--- src/common/hmt_regs.vh ---
// register map, field positions, reset values and timing figures of the mode/trigger block
// included by the hmt_mode_trigger design only; holds definitions only
`ifndef HMT_REGS_VH
`define HMT_REGS_VH

// register offsets
`define HMT_OFS_STATUS 8'h01
`define HMT_OFS_INT_MASK 8'h02
`define HMT_OFS_PERIOD_HI 8'h05
`define HMT_OFS_PERIOD_LO 8'h06
`define HMT_OFS_MODE_TRIG 8'h07
`define HMT_OFS_LAUNCH 8'h0C

// mode_trigger_config fields
`define HMT_BCAST_BIT 7
`define HMT_AVG_DIS_BIT 6
`define HMT_COMP_MSB 5
`define HMT_COMP_LSB 4
`define HMT_PIN_MSB 3
`define HMT_PIN_LSB 2
`define HMT_MODE_MSB 1
`define HMT_MODE_LSB 0
`define HMT_MODE_TRIG_RST 8'h44

// operating modes
`define HMT_MODE_PLAYBACK 2'h0
`define HMT_MODE_SEQUENCER 2'h1
`define HMT_MODE_DIAG 2'h2
`define HMT_MODE_CALIB 2'h3

// trigger pin functions
`define HMT_PIN_PULSE 2'h0
`define HMT_PIN_LEVEL 2'h1
`define HMT_PIN_INTR 2'h2
`define HMT_PIN_RSVD 2'h3

// status / mask bit positions
`define HMT_ST_OVERCURRENT 0
`define HMT_ST_OVERTEMP 1
`define HMT_ST_UNDERVOLT 2
`define HMT_ST_DONE 3
`define HMT_INT_MASK_RST 4'h0

// fixed broadcast peripheral address
`define HMT_BCAST_ADDR 7'h58

// compensation percentages per code
`define HMT_COMP_PCT0 3'h0
`define HMT_COMP_PCT1 3'h2
`define HMT_COMP_PCT2 3'h4
`define HMT_COMP_PCT3 3'h5
`define HMT_PCT_DIV 11'h064

// period step, hundredths of a microsecond per count
`define HMT_PERIOD_STEP_CUS 2439
`define HMT_AVG_DEPTH 4

`endif

--- src/design/hmt_mode_trigger.v ---
// mode, trigger-pin and reporting configuration of a haptic driver
// assumes an i2c engine on clk_i delivers decoded register reads/writes and received addresses
// Overview of operation
// - with broadcast enabled the device also acknowledges the fixed shared address 0x58.
// - with averaging enabled the reported period is the mean of the last four, history zeroed.
// - with averaging disabled (reset) the reported period is the last single measurement.
// - compensation codes 0..3 scale drive up by 0%, 2%, 4%, 5%; reset code is 0.
// - changing the trigger pin function during a process aborts it into standby.
// - in pulse-trigger function a pin pulse starts a process and the launch bit starts or cancels.
// - in level-trigger function the pin level enables processes and the launch bit is ignored.
// - in interrupt function the pin is an open-drain interrupt and only the launch bit acts.
// - changing the mode field during a process puts the device straight into standby.
// - mode 0 is realtime playback, 1 sequencer, 2 diagnostics, 3 level calibration; reset 0.
// - a set mask bit keeps its status condition off the interrupt output.
// - the ten-bit period report counts in steps of 24.39 us.
`timescale 1ns/1ns
`include "hmt_regs.vh"
module hmt_mode_trigger #(
  parameter [6:0] OWN_ADDR = 7'h5A, // arbitrary default own address
  parameter DRIVE_W = 8
) (
  // clock and reset
  input wire clk_i,
  input wire arst_n_i,
  // register access from the serial engine
  input wire [7:0] reg_addr_i,
  input wire [7:0] reg_wdata_i,
  input wire reg_we_i,
  input wire reg_re_i,
  output reg [7:0] reg_rdata_o,
  // serial address match
  input wire [6:0] rx_addr_i,
  input wire rx_addr_valid_i,
  output reg addr_ack_o,
  // trigger_interrupt_pin
  input wire trigger_interrupt_pin_i,
  output reg trigger_interrupt_pin_o,
  output reg trigger_interrupt_pin_oe_o,
  // playback engine
  input wire process_done_i,
  input wire overcurrent_flag_i,
  input wire overtemp_flag_i,
  input wire undervoltage_flag_i,
  input wire period_valid_i,
  input wire [9:0] period_i,
  input wire [DRIVE_W-1:0] drive_i,
  output reg process_start_o,
  output reg process_cancel_o,
  output reg standby_o,
  output reg process_busy_o,
  output reg [1:0] mode_o,
  output reg [DRIVE_W-1:0] drive_o
);
  // one-hot process states
  localparam [1:0] ST_IDLE = 2'b01;
  localparam [1:0] ST_RUN = 2'b10;

  reg [7:0] cfg_reg;
  reg [3:0] mask_reg;
  reg [3:0] status_reg;
  reg [5:0] period_rsvd_reg;
  reg [1:0] state_reg;
  reg [1:0] state_next;
  reg pin_prev_reg;
  reg [2:0] comp_pct;
  reg start_req;
  reg cancel_req;
  reg abort_req;

  wire pin_sync;
  wire [9:0] period_report;
  wire [1:0] pin_func;
  wire [1:0] cfg_mode;
  wire cfg_wr;
  wire [DRIVE_W+2:0] drive_prod;
  wire [DRIVE_W+2:0] drive_sum;
  wire [3:0] status_set;
  wire int_pending;
  wire pin_rise;
  wire pin_fall;
  wire launch_wr;
  wire busy;

  assign pin_func = cfg_reg[`HMT_PIN_MSB:`HMT_PIN_LSB];
  assign cfg_mode = cfg_reg[`HMT_MODE_MSB:`HMT_MODE_LSB];
  assign cfg_wr = reg_we_i && (reg_addr_i == `HMT_OFS_MODE_TRIG);
  assign launch_wr = reg_we_i && (reg_addr_i == `HMT_OFS_LAUNCH);
  assign busy = state_reg[1];

  hmt_sync2 u_pin_sync (
    .clk_i(clk_i),
    .arst_n_i(arst_n_i),
    .async_i(trigger_interrupt_pin_i),
    .sync_o(pin_sync)
  );

  hmt_period_avg #(
    .W(10)
  ) u_period (
    .clk_i(clk_i),
    .arst_n_i(arst_n_i),
    .period_valid_i(period_valid_i),
    .period_i(period_i),
    .avg_dis_i(cfg_reg[`HMT_AVG_DIS_BIT]),
    .report_o(period_report)
  );

  // edges are taken from the second synchroniser stage only
  always @(posedge clk_i or negedge arst_n_i) begin
    if (!arst_n_i) begin
      pin_prev_reg <= 1'b0;
    end else begin
      pin_prev_reg <= pin_sync;
    end
  end

  assign pin_rise = pin_sync && !pin_prev_reg;
  assign pin_fall = !pin_sync && pin_prev_reg;

  // configuration register writes
  always @(posedge clk_i or negedge arst_n_i) begin
    if (!arst_n_i) begin
      cfg_reg <= `HMT_MODE_TRIG_RST;
      mask_reg <= `HMT_INT_MASK_RST;
      period_rsvd_reg <= 6'h00;
    end else if (reg_we_i) begin
      case (reg_addr_i)
        `HMT_OFS_MODE_TRIG: cfg_reg <= reg_wdata_i;
        `HMT_OFS_INT_MASK: mask_reg <= reg_wdata_i[3:0];
        `HMT_OFS_PERIOD_HI: period_rsvd_reg <= reg_wdata_i[7:2];
        default: cfg_reg <= cfg_reg;
      endcase
    end
  end

  // a changed mode or pin function while running forces standby
  always @* begin
    abort_req = 1'b0;
    if (busy && cfg_wr) begin
      if (reg_wdata_i[`HMT_PIN_MSB:`HMT_PIN_LSB] != pin_func) begin
        abort_req = 1'b1;
      end
      if (reg_wdata_i[`HMT_MODE_MSB:`HMT_MODE_LSB] != cfg_mode) begin
        abort_req = 1'b1;
      end
    end
  end

  // start and cancel sources depend on the pin function
  always @* begin
    start_req = 1'b0;
    cancel_req = 1'b0;
    case (pin_func)
      `HMT_PIN_PULSE: begin
        start_req = pin_rise || (launch_wr && reg_wdata_i[0]);
        cancel_req = launch_wr && !reg_wdata_i[0];
      end
      `HMT_PIN_LEVEL: begin
        // the launch bit is ignored here; the pin level owns the process
        start_req = pin_rise;
        cancel_req = pin_fall;
      end
      `HMT_PIN_INTR: begin
        start_req = launch_wr && reg_wdata_i[0];
        cancel_req = launch_wr && !reg_wdata_i[0];
      end
      default: begin
        start_req = 1'b0;
        cancel_req = 1'b0;
      end
    endcase
  end

  always @* begin
    case (state_reg)
      ST_IDLE: begin
        state_next = (start_req && !cfg_wr) ? ST_RUN : ST_IDLE;
      end
      ST_RUN: begin
        if (abort_req || cancel_req || process_done_i) begin
          state_next = ST_IDLE;
        end else begin
          state_next = ST_RUN;
        end
      end
      default: state_next = ST_IDLE;
    endcase
  end

  always @(posedge clk_i or negedge arst_n_i) begin
    if (!arst_n_i) begin
      state_reg <= ST_IDLE;
      process_start_o <= 1'b0;
      process_cancel_o <= 1'b0;
      standby_o <= 1'b0;
      process_busy_o <= 1'b0;
      mode_o <= `HMT_MODE_PLAYBACK;
    end else begin
      state_reg <= state_next;
      process_start_o <= state_reg[0] && state_next[1];
      process_cancel_o <= busy && cancel_req && !abort_req;
      standby_o <= abort_req;
      process_busy_o <= state_next[1];
      mode_o <= cfg_wr ? reg_wdata_i[`HMT_MODE_MSB:`HMT_MODE_LSB] : cfg_mode;
    end
  end

  // status flags are sticky; a read clears them but a new event in that cycle wins
  assign status_set[`HMT_ST_OVERCURRENT] = overcurrent_flag_i;
  assign status_set[`HMT_ST_OVERTEMP] = overtemp_flag_i;
  assign status_set[`HMT_ST_UNDERVOLT] = undervoltage_flag_i;
  assign status_set[`HMT_ST_DONE] = busy && process_done_i;

  always @(posedge clk_i or negedge arst_n_i) begin
    if (!arst_n_i) begin
      status_reg <= 4'h0;
    end else if (reg_re_i && reg_addr_i == `HMT_OFS_STATUS) begin
      status_reg <= status_set;
    end else begin
      status_reg <= status_reg | status_set;
    end
  end

  assign int_pending = |(status_reg & ~mask_reg);

  // open-drain: only ever pulls low, and only in interrupt function
  always @(posedge clk_i or negedge arst_n_i) begin
    if (!arst_n_i) begin
      trigger_interrupt_pin_o <= 1'b0;
      trigger_interrupt_pin_oe_o <= 1'b0;
    end else begin
      trigger_interrupt_pin_o <= 1'b0;
      trigger_interrupt_pin_oe_o <= (pin_func == `HMT_PIN_INTR) && int_pending;
    end
  end

  // own and broadcast address acknowledge
  always @(posedge clk_i or negedge arst_n_i) begin
    if (!arst_n_i) begin
      addr_ack_o <= 1'b0;
    end else begin
      addr_ack_o <= rx_addr_valid_i && ((rx_addr_i == OWN_ADDR) ||
        (cfg_reg[`HMT_BCAST_BIT] && rx_addr_i == `HMT_BCAST_ADDR));
    end
  end

  // supply-regulation compensation
  always @* begin
    case (cfg_reg[`HMT_COMP_MSB:`HMT_COMP_LSB])
      2'h0: comp_pct = `HMT_COMP_PCT0;
      2'h1: comp_pct = `HMT_COMP_PCT1;
      2'h2: comp_pct = `HMT_COMP_PCT2;
      2'h3: comp_pct = `HMT_COMP_PCT3;
      default: comp_pct = `HMT_COMP_PCT0;
    endcase
  end

  // truncating division keeps the boost at or below the nominal percentage
  assign drive_prod = ({3'b000, drive_i} * {{DRIVE_W{1'b0}}, comp_pct}) / `HMT_PCT_DIV;
  assign drive_sum = {3'b000, drive_i} + drive_prod;

  always @(posedge clk_i or negedge arst_n_i) begin
    if (!arst_n_i) begin
      drive_o <= {DRIVE_W{1'b0}};
    end else if (|drive_sum[DRIVE_W+2:DRIVE_W]) begin
      drive_o <= {DRIVE_W{1'b1}}; // saturate rather than wrap
    end else begin
      drive_o <= drive_sum[DRIVE_W-1:0];
    end
  end

  // register read-back; period counts are 24.39 us steps
  always @(posedge clk_i or negedge arst_n_i) begin
    if (!arst_n_i) begin
      reg_rdata_o <= 8'h00;
    end else if (reg_re_i) begin
      case (reg_addr_i)
        `HMT_OFS_STATUS: reg_rdata_o <= {4'h0, status_reg};
        `HMT_OFS_INT_MASK: reg_rdata_o <= {4'h0, mask_reg};
        `HMT_OFS_PERIOD_HI: reg_rdata_o <= {period_rsvd_reg, period_report[9:8]};
        `HMT_OFS_PERIOD_LO: reg_rdata_o <= period_report[7:0];
        `HMT_OFS_MODE_TRIG: reg_rdata_o <= cfg_reg;
        `HMT_OFS_LAUNCH: reg_rdata_o <= {7'h00, busy};
        default: reg_rdata_o <= 8'h00;
      endcase
    end
  end
endmodule

--- src/design/hmt_sync2.v ---
// two-flop synchroniser for a level arriving from outside the clock domain
// assumes the input is a plain level; no pulse shorter than two clocks is promised to pass
`timescale 1ns/1ns
module hmt_sync2 (
  // clock and reset
  input wire clk_i,
  input wire arst_n_i,
  // level
  input wire async_i,
  output wire sync_o
);
  reg meta_reg;
  reg sync_reg;

  always @(posedge clk_i or negedge arst_n_i) begin
    if (!arst_n_i) begin
      meta_reg <= 1'b0;
      sync_reg <= 1'b0;
    end else begin
      meta_reg <= async_i;
      sync_reg <= meta_reg;
    end
  end

  assign sync_o = sync_reg;
endmodule

--- src/design/hmt_period_avg.v ---
// resonance period history: last value or mean of the last four
// assumes one-cycle valid strobes from the same clock domain
`timescale 1ns/1ns
module hmt_period_avg #(
  parameter W = 10
) (
  // clock and reset
  input wire clk_i,
  input wire arst_n_i,
  // measured periods
  input wire period_valid_i,
  input wire [W-1:0] period_i,
  input wire avg_dis_i,
  // reported period
  output reg [W-1:0] report_o
);
  reg [W-1:0] hist_reg [0:3];
  wire [W+1:0] sum;
  integer i;

  assign sum = {2'b00, hist_reg[0]} + {2'b00, hist_reg[1]}
             + {2'b00, hist_reg[2]} + {2'b00, hist_reg[3]};

  // history starts out all zero, so early averages read low
  always @(posedge clk_i or negedge arst_n_i) begin
    if (!arst_n_i) begin
      for (i = 0; i < 4; i = i + 1) begin
        hist_reg[i] <= {W{1'b0}};
      end
    end else if (period_valid_i) begin
      hist_reg[0] <= period_i;
      for (i = 1; i < 4; i = i + 1) begin
        hist_reg[i] <= hist_reg[i-1];
      end
    end
  end

  always @(posedge clk_i or negedge arst_n_i) begin
    if (!arst_n_i) begin
      report_o <= {W{1'b0}};
    end else if (avg_dis_i) begin
      report_o <= hist_reg[0];
    end else begin
      report_o <= sum[W+1:2];
    end
  end
endmodule

--- config.mk ---
export PLATFORM = sky130hd
export DESIGN_NAME = hmt_mode_trigger
export DESIGN_NICKNAME = d
export VERILOG_FILES = /design/src/design/hmt_mode_trigger.v /design/src/design/hmt_sync2.v /design/src/design/hmt_period_avg.v
export VERILOG_INCLUDE_DIRS = /design/src /design/src/common
export SDC_FILE = /design/constraint.sdc
export NUM_CORES = 1
export LEC_CHECK = 0
export BUFFER_PORTS_ARGS = -buffer_cell sky130_fd_sc_hd__buf_2
export CAP_MARGIN = 20
export CORE_ASPECT_RATIO = 0.9
export CORE_MARGIN = 4
export CORE_UTILIZATION = 30
export DETAILED_ROUTE_END_ITERATION = 10
export PLACE_DENSITY = 0.53
export SKIP_CTS_REPAIR_TIMING = 1
export SLEW_MARGIN = 20
export SYNTH_ARGS = -nofsm -noshare
export SYNTH_HDL_FRONTEND = slang
export SYNTH_HIERARCHICAL = 1
export SYNTH_SLANG_ARGS = --single-unit
--- constraint.sdc ---
create_clock -name clk_i -period 6.4 [get_ports clk_i]
set_input_delay 1.28 -clock clk_i [delete_from_list [all_inputs] [get_ports clk_i]]
set_output_delay 1.28 -clock clk_i [all_outputs]
set_load 0.02 [all_outputs]
=== Word-level counts from Yosys, hierarchy flattened ===
Index checks and enable logic that the tools add are counted.

* Word-level logic and storage cells: 95
* Input port bits: 52
* Flip-flop bits (word level): 101

* Reduce and logical (&&, ||, !) cells: 33
* Multiply operators: 1
* Mux-type cells: 14
* Divide/modulo/power cells: 1
* Bitwise gates (word level): 3
* Eq/ne operators: 17
* $add $sub $neg: 4

{| class="wikitable"
|+ Operators by type and width
! kind !! number
|-
| one-hot mux 8 bit (6 select lines) || 1
|-
| adder 12 x 10 -> 12 bit || 2
|-
| equality test 8 x 3 -> 1 bit (second input constant) || 3
|-
| logical AND 1 bit || 16
|-
| equality test 7 bit (second input constant) || 2
|-
| one-hot mux 3 bit (4 select lines) || 1
|-
| adder 10 x 10 -> 11 bit || 1
|-
| adder 8 x 11 -> 11 bit || 1
|-
| divider 11 x 7 -> 11 bit (second input constant) || 1
|-
| multiplier 8 x 3 -> 11 bit || 1
|-
| 2-to-1 mux 10 bit || 1
|-
| equality test 2 bit (second input constant) || 4
|-
| equality test 8 x 1 -> 1 bit (second input constant) || 1
|-
| equality test 8 x 2 -> 1 bit (second input constant) || 1
|-
| equality test 8 x 4 -> 1 bit (second input constant) || 1
|-
| 2-to-1 mux 8 bit || 1
|-
| equality test 2 x 1 -> 1 bit (second input constant) || 3
|-
| 2-to-1 mux 2 bit || 3
|-
| AND reduction 2 bit || 3
|-
| zero test 1 bit || 5
|-
| bitwise AND 4 bit || 1
|-
| zero test 2 bit || 2
|-
| logical OR 1 bit || 4
|-
| 2-to-1 mux 4 bit || 1
|-
| other kinds (10) || 13
|}

=== Logic depth before layout (Yosys ltp) ===
Gate-level depths: netlist (run 1).

* Word-level depth: 9
* Depth in mapped cells: 26
* Depth with buffers taken out: 24

=== Hierarchy ===
The synthesis (run 1) kept the hierarchy.

{| class="wikitable"
|+ By module, submodules not included
! module !! area an instance (um^2) !! times used !! cells each !! seq. area each (um^2)
|-
| hmt_mode_trigger || 3985.1 || 1 || 424 || 1204.9
|-
| hmt_period_avg || 2835.2 || 1 || 298 || 1251.2
|-
| hmt_sync2 || 50.0 || 1 || 2 || 50.0
|}

=== Worst setup path before layout (run 1) ===
Ideal clock, no wire load.

* Path type: input port to flip-flop
* Start: input drive_i[0]
* End: register drive_o[4]
* Slack: -0.220 ns
* Arrival: 6.486 ns
* Library setup time: 0.135 ns
* Stages: 23
* Path through: and2_1 > fa_1 > ha_1 > inv_1 > fa_1 > nand2b_2 > or4_4 > a21o_1 > a31oi_1 > a311oi_2 > nor4_4 > a211oi_2 > a211o_1 > a41oi_2 > a211oi_2 > ha_1 > fa_1 > a21oi_1 > nor2_1 > o21a_1 > or2_2 > nand4_1 > o21ai_0

* Word-level cells in the longest chain between the ends: 5

{| class="wikitable"
|+ Ends and longest elaborated chain
! item !! line !! text
|-
| start: declaration || hmt_mode_trigger.v:46 || <nowiki>input wire [DRIVE_W-1:0] drive_i,</nowiki>
|-
| multiplier 8 x 3 -> 11 bit || hmt_mode_trigger.v:259 || <nowiki>assign drive_prod = ({3'b000, drive_i} * {{DRIVE_W{1'b0}}, comp_pct}) / `HMT_PCT_DIV;</nowiki>
|-
| divider 11 x 7 -> 11 bit (no line) || - ||
|-
| adder 8 x 11 -> 11 bit (*) || hmt_mode_trigger.v:260 || <nowiki>assign drive_sum = {3'b000, drive_i} + drive_prod;</nowiki>
|-
| OR reduction 3 bit || hmt_mode_trigger.v:265 || <nowiki>end else if (|drive_sum[DRIVE_W+2:DRIVE_W]) begin</nowiki>
|-
| 2-to-1 mux 8 bit (*) || hmt_mode_trigger.v:265 ||
|-
| end signal: assignment || hmt_mode_trigger.v:264 || <nowiki>drive_o <= {DRIVE_W{1'b0}};</nowiki>
|-
| end signal: assignment || hmt_mode_trigger.v:266 || <nowiki>drive_o <= {DRIVE_W{1'b1}};</nowiki>
|-
| end signal: assignment || hmt_mode_trigger.v:268 || <nowiki>drive_o <= drive_sum[DRIVE_W-1:0];</nowiki>
|-
| end: declaration || hmt_mode_trigger.v:52 || <nowiki>output reg [DRIVE_W-1:0] drive_o</nowiki>
|}

Mark *: on every way between the ends. The rest lies on a longest branch, timed or not.
A chain may end at the register's enable or synchronous reset.

=== Worst setup path after layout (run 1) ===
* Start: input drive_i[3]
* End: register drive_o[4]

Same word-level chain as after synthesis.

==> flow_summary.ini, run 1 <==
[run_status]
status = completed

[synthesis]
async_reset_ff_frac = 1.00
synth_edf_count = 0
postSynthCellCount = 724
synth_nets = 830
ys_warn_count = 6
yosysMostFrequentCell = dfrtp_1
ys_types = 92
ys_seq_elements = 100
seq_area_frac_synth = 0.365
syn-cell-area_sq_um = 6870
synth_largest_area_cell = dfrtp_1
synth_top_area_share = 0.353
ys_top_cells_by_count = dfrtp_1, inv_1, nand2_1, o21ai_0, nor2_1
synth_ff_type = dfrtp_1
yosys-top-cells-area = dfrtp_1, fa_1, ha_1
synth_area_per_cell_sq_um = 9.49

[cells_and_area]
nets = 962
design_area_sq_um = 8500
syn_to_final_growth_pct = 23.7
largest_register_ffs = 40
drive_gt1_frac = 0.297
num_antenna_cells = 0
finalNonFillerCells = 1158

[placement]
port_buffers = 75
placed_cells_incl_taps = 1135
placed_area_sq_um = 8000
hpwlAfterDp_um = 13000
gp_routability_congestion = 0.854

[floorplanning]
dieArea_sq_um = 25400
start_util = 0.305
fp-row-count = 52
die_w_um = 168
ioPinCount = 77
core_area_sq_um = 22500
die_y_um = 152

[worst_setup_path]
r2r-start = cfg_reg[4]$_DFFE_PN0P_
worstPathMaxFanout = 6
worstPathArrival_ns = 6.36
path_class = input pin to flop
worst_setup_path_end_kind = flop
worstSetupStartpoint = drive_i[3]
crit_required_ns = 6.62
startpoint_type = input pin

[cts]
clk_pin_slew_worst_paths_ns = 0.07
ctsHtreeMaxLevel = 3
cts_buffers = 9
cts_tree = yes
clockBufferDepth = 2
clk_latency_ns = 0.34
root_buffer = clkbuf_16
cts.sinks = 100

[route]
detail-route-antenna-nets = 0
viasPerCell = 4.84
drc = 0
dr.pass1.iters = 5
drt_iter0_markers = 379
wl_um = 16900
detail_route.wl_per_cell_um = 14.6
vias = 5599

[worst_hold_path]
hold_class = flop to flop
hp-start = u_pin_sync/meta_reg$_DFF_PN0_

[sta]
fin_crit_ns = 6.14
tns_ns = 0
skew_ns = 0.00773
fmax_mhz = 163
tightest_slew_ns = 0.822
hold_ws_ns = 0.349
drv_slew = 0
slew_headroom = 0.448
setup_viol = 0
finalCritPeriodShare = 0.960
hold_violations = 0
rsz0062_at_grt = yes

[pwr]
clkPwrFrac = 0.240
power.density_nw_per_um2 = 251
seq_power_share = 0.358
combPwrFrac = 0.402
p_leak_nw = 3.95
p_sw_mw = 0.777
ir_worst_vdd_mv = 0.151
swShare = 0.364
p_int_mw = 1.36

[global_routing]
grt_pass1_wl_um = 27700
overflow = 0
grt_pass1_vias = 5288
antenna_found_initial = 0
grt_usage = 0.132
grt_max_degree = 80

[run]
cap_violations = 0
[worst paths after layout]
path	cells past startpoint	end	slack, ns
max	24	drive_o[4]$_DFF_PN0_	0.26
min	0	u_pin_sync/sync_o$_DFF_PN0_	0.35
max reg2reg	26	drive_o[4]$_DFF_PN0_	0.62
min reg2reg	0	u_pin_sync/sync_o$_DFF_PN0_	0.35
max in group asynchronous	2	cfg_reg[6]$_DFFE_PN1P_	4.32
min in group asynchronous	1	u_period/hist_reg[19]$_DFFE_PN0P_	1.02
[metal layers]
metal  track usage  part of all wire  vias to the layer above
met5             0                 0                        -
li1              -                 -                     2806
met1         0.201              0.52                     2693
met2         0.197              0.43                       92
met4        0.0231            0.0084                        0
met3        0.0244             0.038                        8
[final cells by class]
class,count,area (sq um)
clock buffers,9,225
clock inverters,7,52.6
fillers,2314,14000
inverters,81,304
multi-input cells,511,4070
flip-flops and latches,100,2510
well taps,297,372
repair buffers,153,972
[layout by cell type, fill, tap and decap left out, types with 5 or more instances in the layout]
cell       instances
nor2_2             5
nor2b_1            7
a22oi_1            5
mux2i_1            8
a31oi_1            9
fa_1              26
a21oi_1           16
o2bb2ai_1          7
xor2_1             8
o21ai_1           10
xnor2_1            6
dfrtp_1           97
buf_2             72
nand3_1            9
clkbuf_16          9
inv_1             79
a21o_1             8
mux2_2            23
nor2_1            25
ha_1              22
o31ai_1            5
buf_4             80
nor3_1            14
o21a_1             7
and2_1            13
and3_1             8
nand2b_1           7
nand2_1           77
o21ai_0           60
a211oi_1           6
[power by group through the flow]
stage	Clock (mW)	Sequential [mW]	Combinational, mW
floorplan	0	0.776	0.606
global placement	0	0.779	0.835
detailed placement	0	0.779	0.842
CTS	0.534	0.767	0.848
global route	0.558	0.777	0.972
finish	0.512	0.766	0.860
[through the flow]
stage / util / setup WS (ns) / power, mW
final: 0.378 / 0.256 / 2.14
after global routing: 0.378 / -0.0319 / 2.31
after CTS: 0.368 / 0.0473 / 2.15
after detailed placement: 0.355 / -0.318 / 1.62
after global placement: 0.355 / -0.235 / 1.61
after floorplan: - / 0.00272 / 1.38
[cell families after synthesis]
logic type                 synth area share
xor gates and xnor gates             0.0178
other                              0.000546
AOI/OAI and AO/OA                     0.206
and+or+nand+nor                       0.163
adders and majority gates             0.129
buffers and inverters                0.0694
muxes                                0.0494
DFF                                   0.365
[critical path, stage by stage]
cell and delay [ns]:
buf_2 0.13, and3_1 0.20, fa_1 0.56, inv_1 0.07, fa_2 0.38, nand2b_4 0.18
or4_4 0.58, a21o_4 0.25, nand2_2 0.08, a221o_1 0.20, nor4_4 0.07, buf_4 0.19
or2_4 0.24, o21a_1 0.19, a211oi_2 0.23, a211oi_2 0.05, ha_2 0.20, fa_2 0.34
a21oi_2 0.15, nor2_2 0.05, o21a_1 0.18, or2_4 0.23, nand4_1 0.19, o21ai_1 0.13
Power figures use the tool's default switching activity.
==> run 2, diff against run 1 <==
- ABC_AREA: default -> 1
==> run 2 against run 1 <==
  * Global-route usage fell by 0.26 points
  * Hold slack improved by 0.0088 ns
  * Sequential cell count did not move
  * Clock skew barely moved
  * Synthesized cell count rose by 14%
  * Register-to-register slack got worse by 0.07 ns
  * Fmax rose by 3.0%
==> flow_summary.ini, run 2 <==
[sta]
slew_headroom = 0.460
fin_crit_ns = 5.97
setup_viol = 0
hold_violations = 0
rsz0062_at_grt = no
tightest_slew_ns = 0.810
fin_ws_ns = 0.433
skew_ns = 0.00794
fmax_mhz = 168
drv_slew = 0
hold_ws_ns = 0.358
finalCritPeriodShare = 0.932

[synthesis]
postSynthCellCount = 828
synth_nets = 934
synth_edf_count = 0
synth_top_area_share = 0.372
yosys-top-cells-area = dfrtp_1, nand2_1, inv_1
async_reset_ff_frac = 1.00
ys_warn_count = 6
ys_seq_elements = 100
ys_top_cells_by_count = nand2_1, inv_1, dfrtp_1, o21ai_0, nor2_1
seq_area_frac_synth = 0.384
synth_largest_area_cell = dfrtp_1
ys_types = 45
yosysMostFrequentCell = nand2_1
synth_area_per_cell_sq_um = 7.88
syn-cell-area_sq_um = 6530
synth_ff_type = dfrtp_1

[worst_setup_path]
worst_setup_path_end_kind = flop
worstPathArrival_ns = 6.20
worstPathMaxFanout = 8
crit_required_ns = 6.64
critPathMostFrequentCell = nand2_2
path_class = input pin to flop
startpoint_type = input pin
slowest_delay_ns = 0.55
cp_slowest_cell = fa_1

[global_routing]
overflow = 0
grt_pass1_vias = 5086
grt_max_degree = 80
grt_usage = 0.129
antenna_found_initial = 0
grt_pass1_wl_um = 25300

[pwr]
power.density_nw_per_um2 = 265
ir_worst_vdd_mv = 0.127
p_leak_nw = 4.12

[cells_and_area]
multi_input_area_sq_um = 3370
fillCellCount = 2252
seq_area_sq_um = 2510
final_core_util = 0.364
largest_register_ffs = 40
drive_gt1_frac = 0.181
nets = 1019
final_cell_mix = nand2_1, inv_1, dfrtp_1
design_area_sq_um = 7660
final_common_cell = nand2_1
num_antenna_cells = 0
syn_to_final_growth_pct = 17.4

[floorplanning]
ioPinCount = 77
start_util = 0.309
die_w_um = 163
core_area_sq_um = 21100
fp-row-count = 50
die_y_um = 148
dieArea_sq_um = 24200

[cts]
cts_buffers = 9
clockBufferDepth = 2
clk_pin_slew_worst_paths_ns = 0.08
clk_latency_ns = 0.36
cts_tree = yes
root_buffer = clkbuf_16
cts.sinks = 100
ctsHtreeMaxLevel = 3

[placement]
port_buffers = 75
hpwlAfterDp_um = 11900
gp_routability_congestion = 0.801
placed_area_sq_um = 7300
place_ws_ns = -0.211

[route]
detail-route-antenna-nets = 0
viasPerCell = 4.41
wl_um = 15200
detail_route.wl_per_cell_um = 12.6
dr.pass1.iters = 4
drt_iter0_markers = 371
drc = 0
vias = 5306

[run]
cap_violations = 0

[worst_hold_path]
hold_class = flop to flop

[run_status]
status = completed
[run 2: cell count changes after synthesis, sizes merged, moves of 15 or more]
cell / previous run / this run
inv: 80 / 165
and2: 15 / 0
nand2: 79 / 231
nand3: 9 / 40
mux2: 23 / 1
nor2: 30 / 55
[run 2: worst paths after layout]
check                                                    end                     startpoint  cells past startpoint  slack [ns]
min                              u_pin_sync/sync_o$_DFF_PN0_  u_pin_sync/meta_reg$_DFF_PN0_                      0        0.36
max                                     drive_o[7]$_DFF_PN0_                     drive_i[0]                     40        0.43
max in group asynchronous  u_period/hist_reg[39]$_DFFE_PN0P_                       arst_n_i                      2        4.31
min in group asynchronous  u_period/hist_reg[23]$_DFFE_PN0P_                       arst_n_i                      1        0.89
max reg2reg                             drive_o[7]$_DFF_PN0_         cfg_reg[5]$_DFFE_PN0P_                     37        0.55
min reg2reg                      u_pin_sync/sync_o$_DFF_PN0_  u_pin_sync/meta_reg$_DFF_PN0_                      0        0.36
[run 2: logic make-up after synthesis]
kind of cell / count (synthesis) / synth area share
simple gates: 350 / 0.243
xor+xnor: 10 / 0.0146
flops: 100 / 0.384
fa+ha+maj: 54 / 0.136
other cells: 1 / 0.000575
mux: 1 / 0.00173
buf+inv: 181 / 0.106
compound gates: 131 / 0.114
[run 2: stage by stage]
stage / total power, mW / cells / setup TNS, ns
after global placement: 1.47 / 1188 / -0.0671
after CTS: 2.06 / 1204 / 0
after floorplan: 1.28 / 828 / 0
after global routing: 2.21 / 1204 / 0
final: 2.03 / 1204 / 0
after detailed placement: 1.48 / 1188 / -0.715
[run 2: critical path: cells and delay by family]
family	cells	cell delay (ns)
and+or+nand+nor	25	2.28
adders and majority gates	5	1.66
buffers and inverters	6	0.45
AOI/OAI and AO/OA	4	0.52
[run 2: final cells by class]
class                   instances  share of cell area
multi-input cells             547               0.440
flip-flops and latches        100               0.327
inverters                     166              0.0813
repair buffers                 89              0.0633
well taps                     286              0.0467
clock buffers                   9              0.0294
clock inverters                 7              0.0122
[run 2: routing by layer]
| metal | share of wire | track usage | vias to the layer above |
|---|---|---|---|
| met1 | 0.53 | 0.196 | 2444 |
| met3 | 0.050 | 0.0346 | 8 |
| met5 | 0 | 0 | - |
| met2 | 0.42 | 0.190 | 86 |
| li1 | - | - | 2768 |
| met4 | 0.0051 | 0.0176 | 0 |
[run 2: power by group]
| group | internal, mW | switching (mW) | total, mW |
|---|---|---|---|
| clock | 0.282 | 0.285 | 0.567 |
| combinational | 0.265 | 0.448 | 0.713 |
| sequential | 0.715 | 0.0359 | 0.751 |
| total | 1.26 | 0.769 | 2.03 |
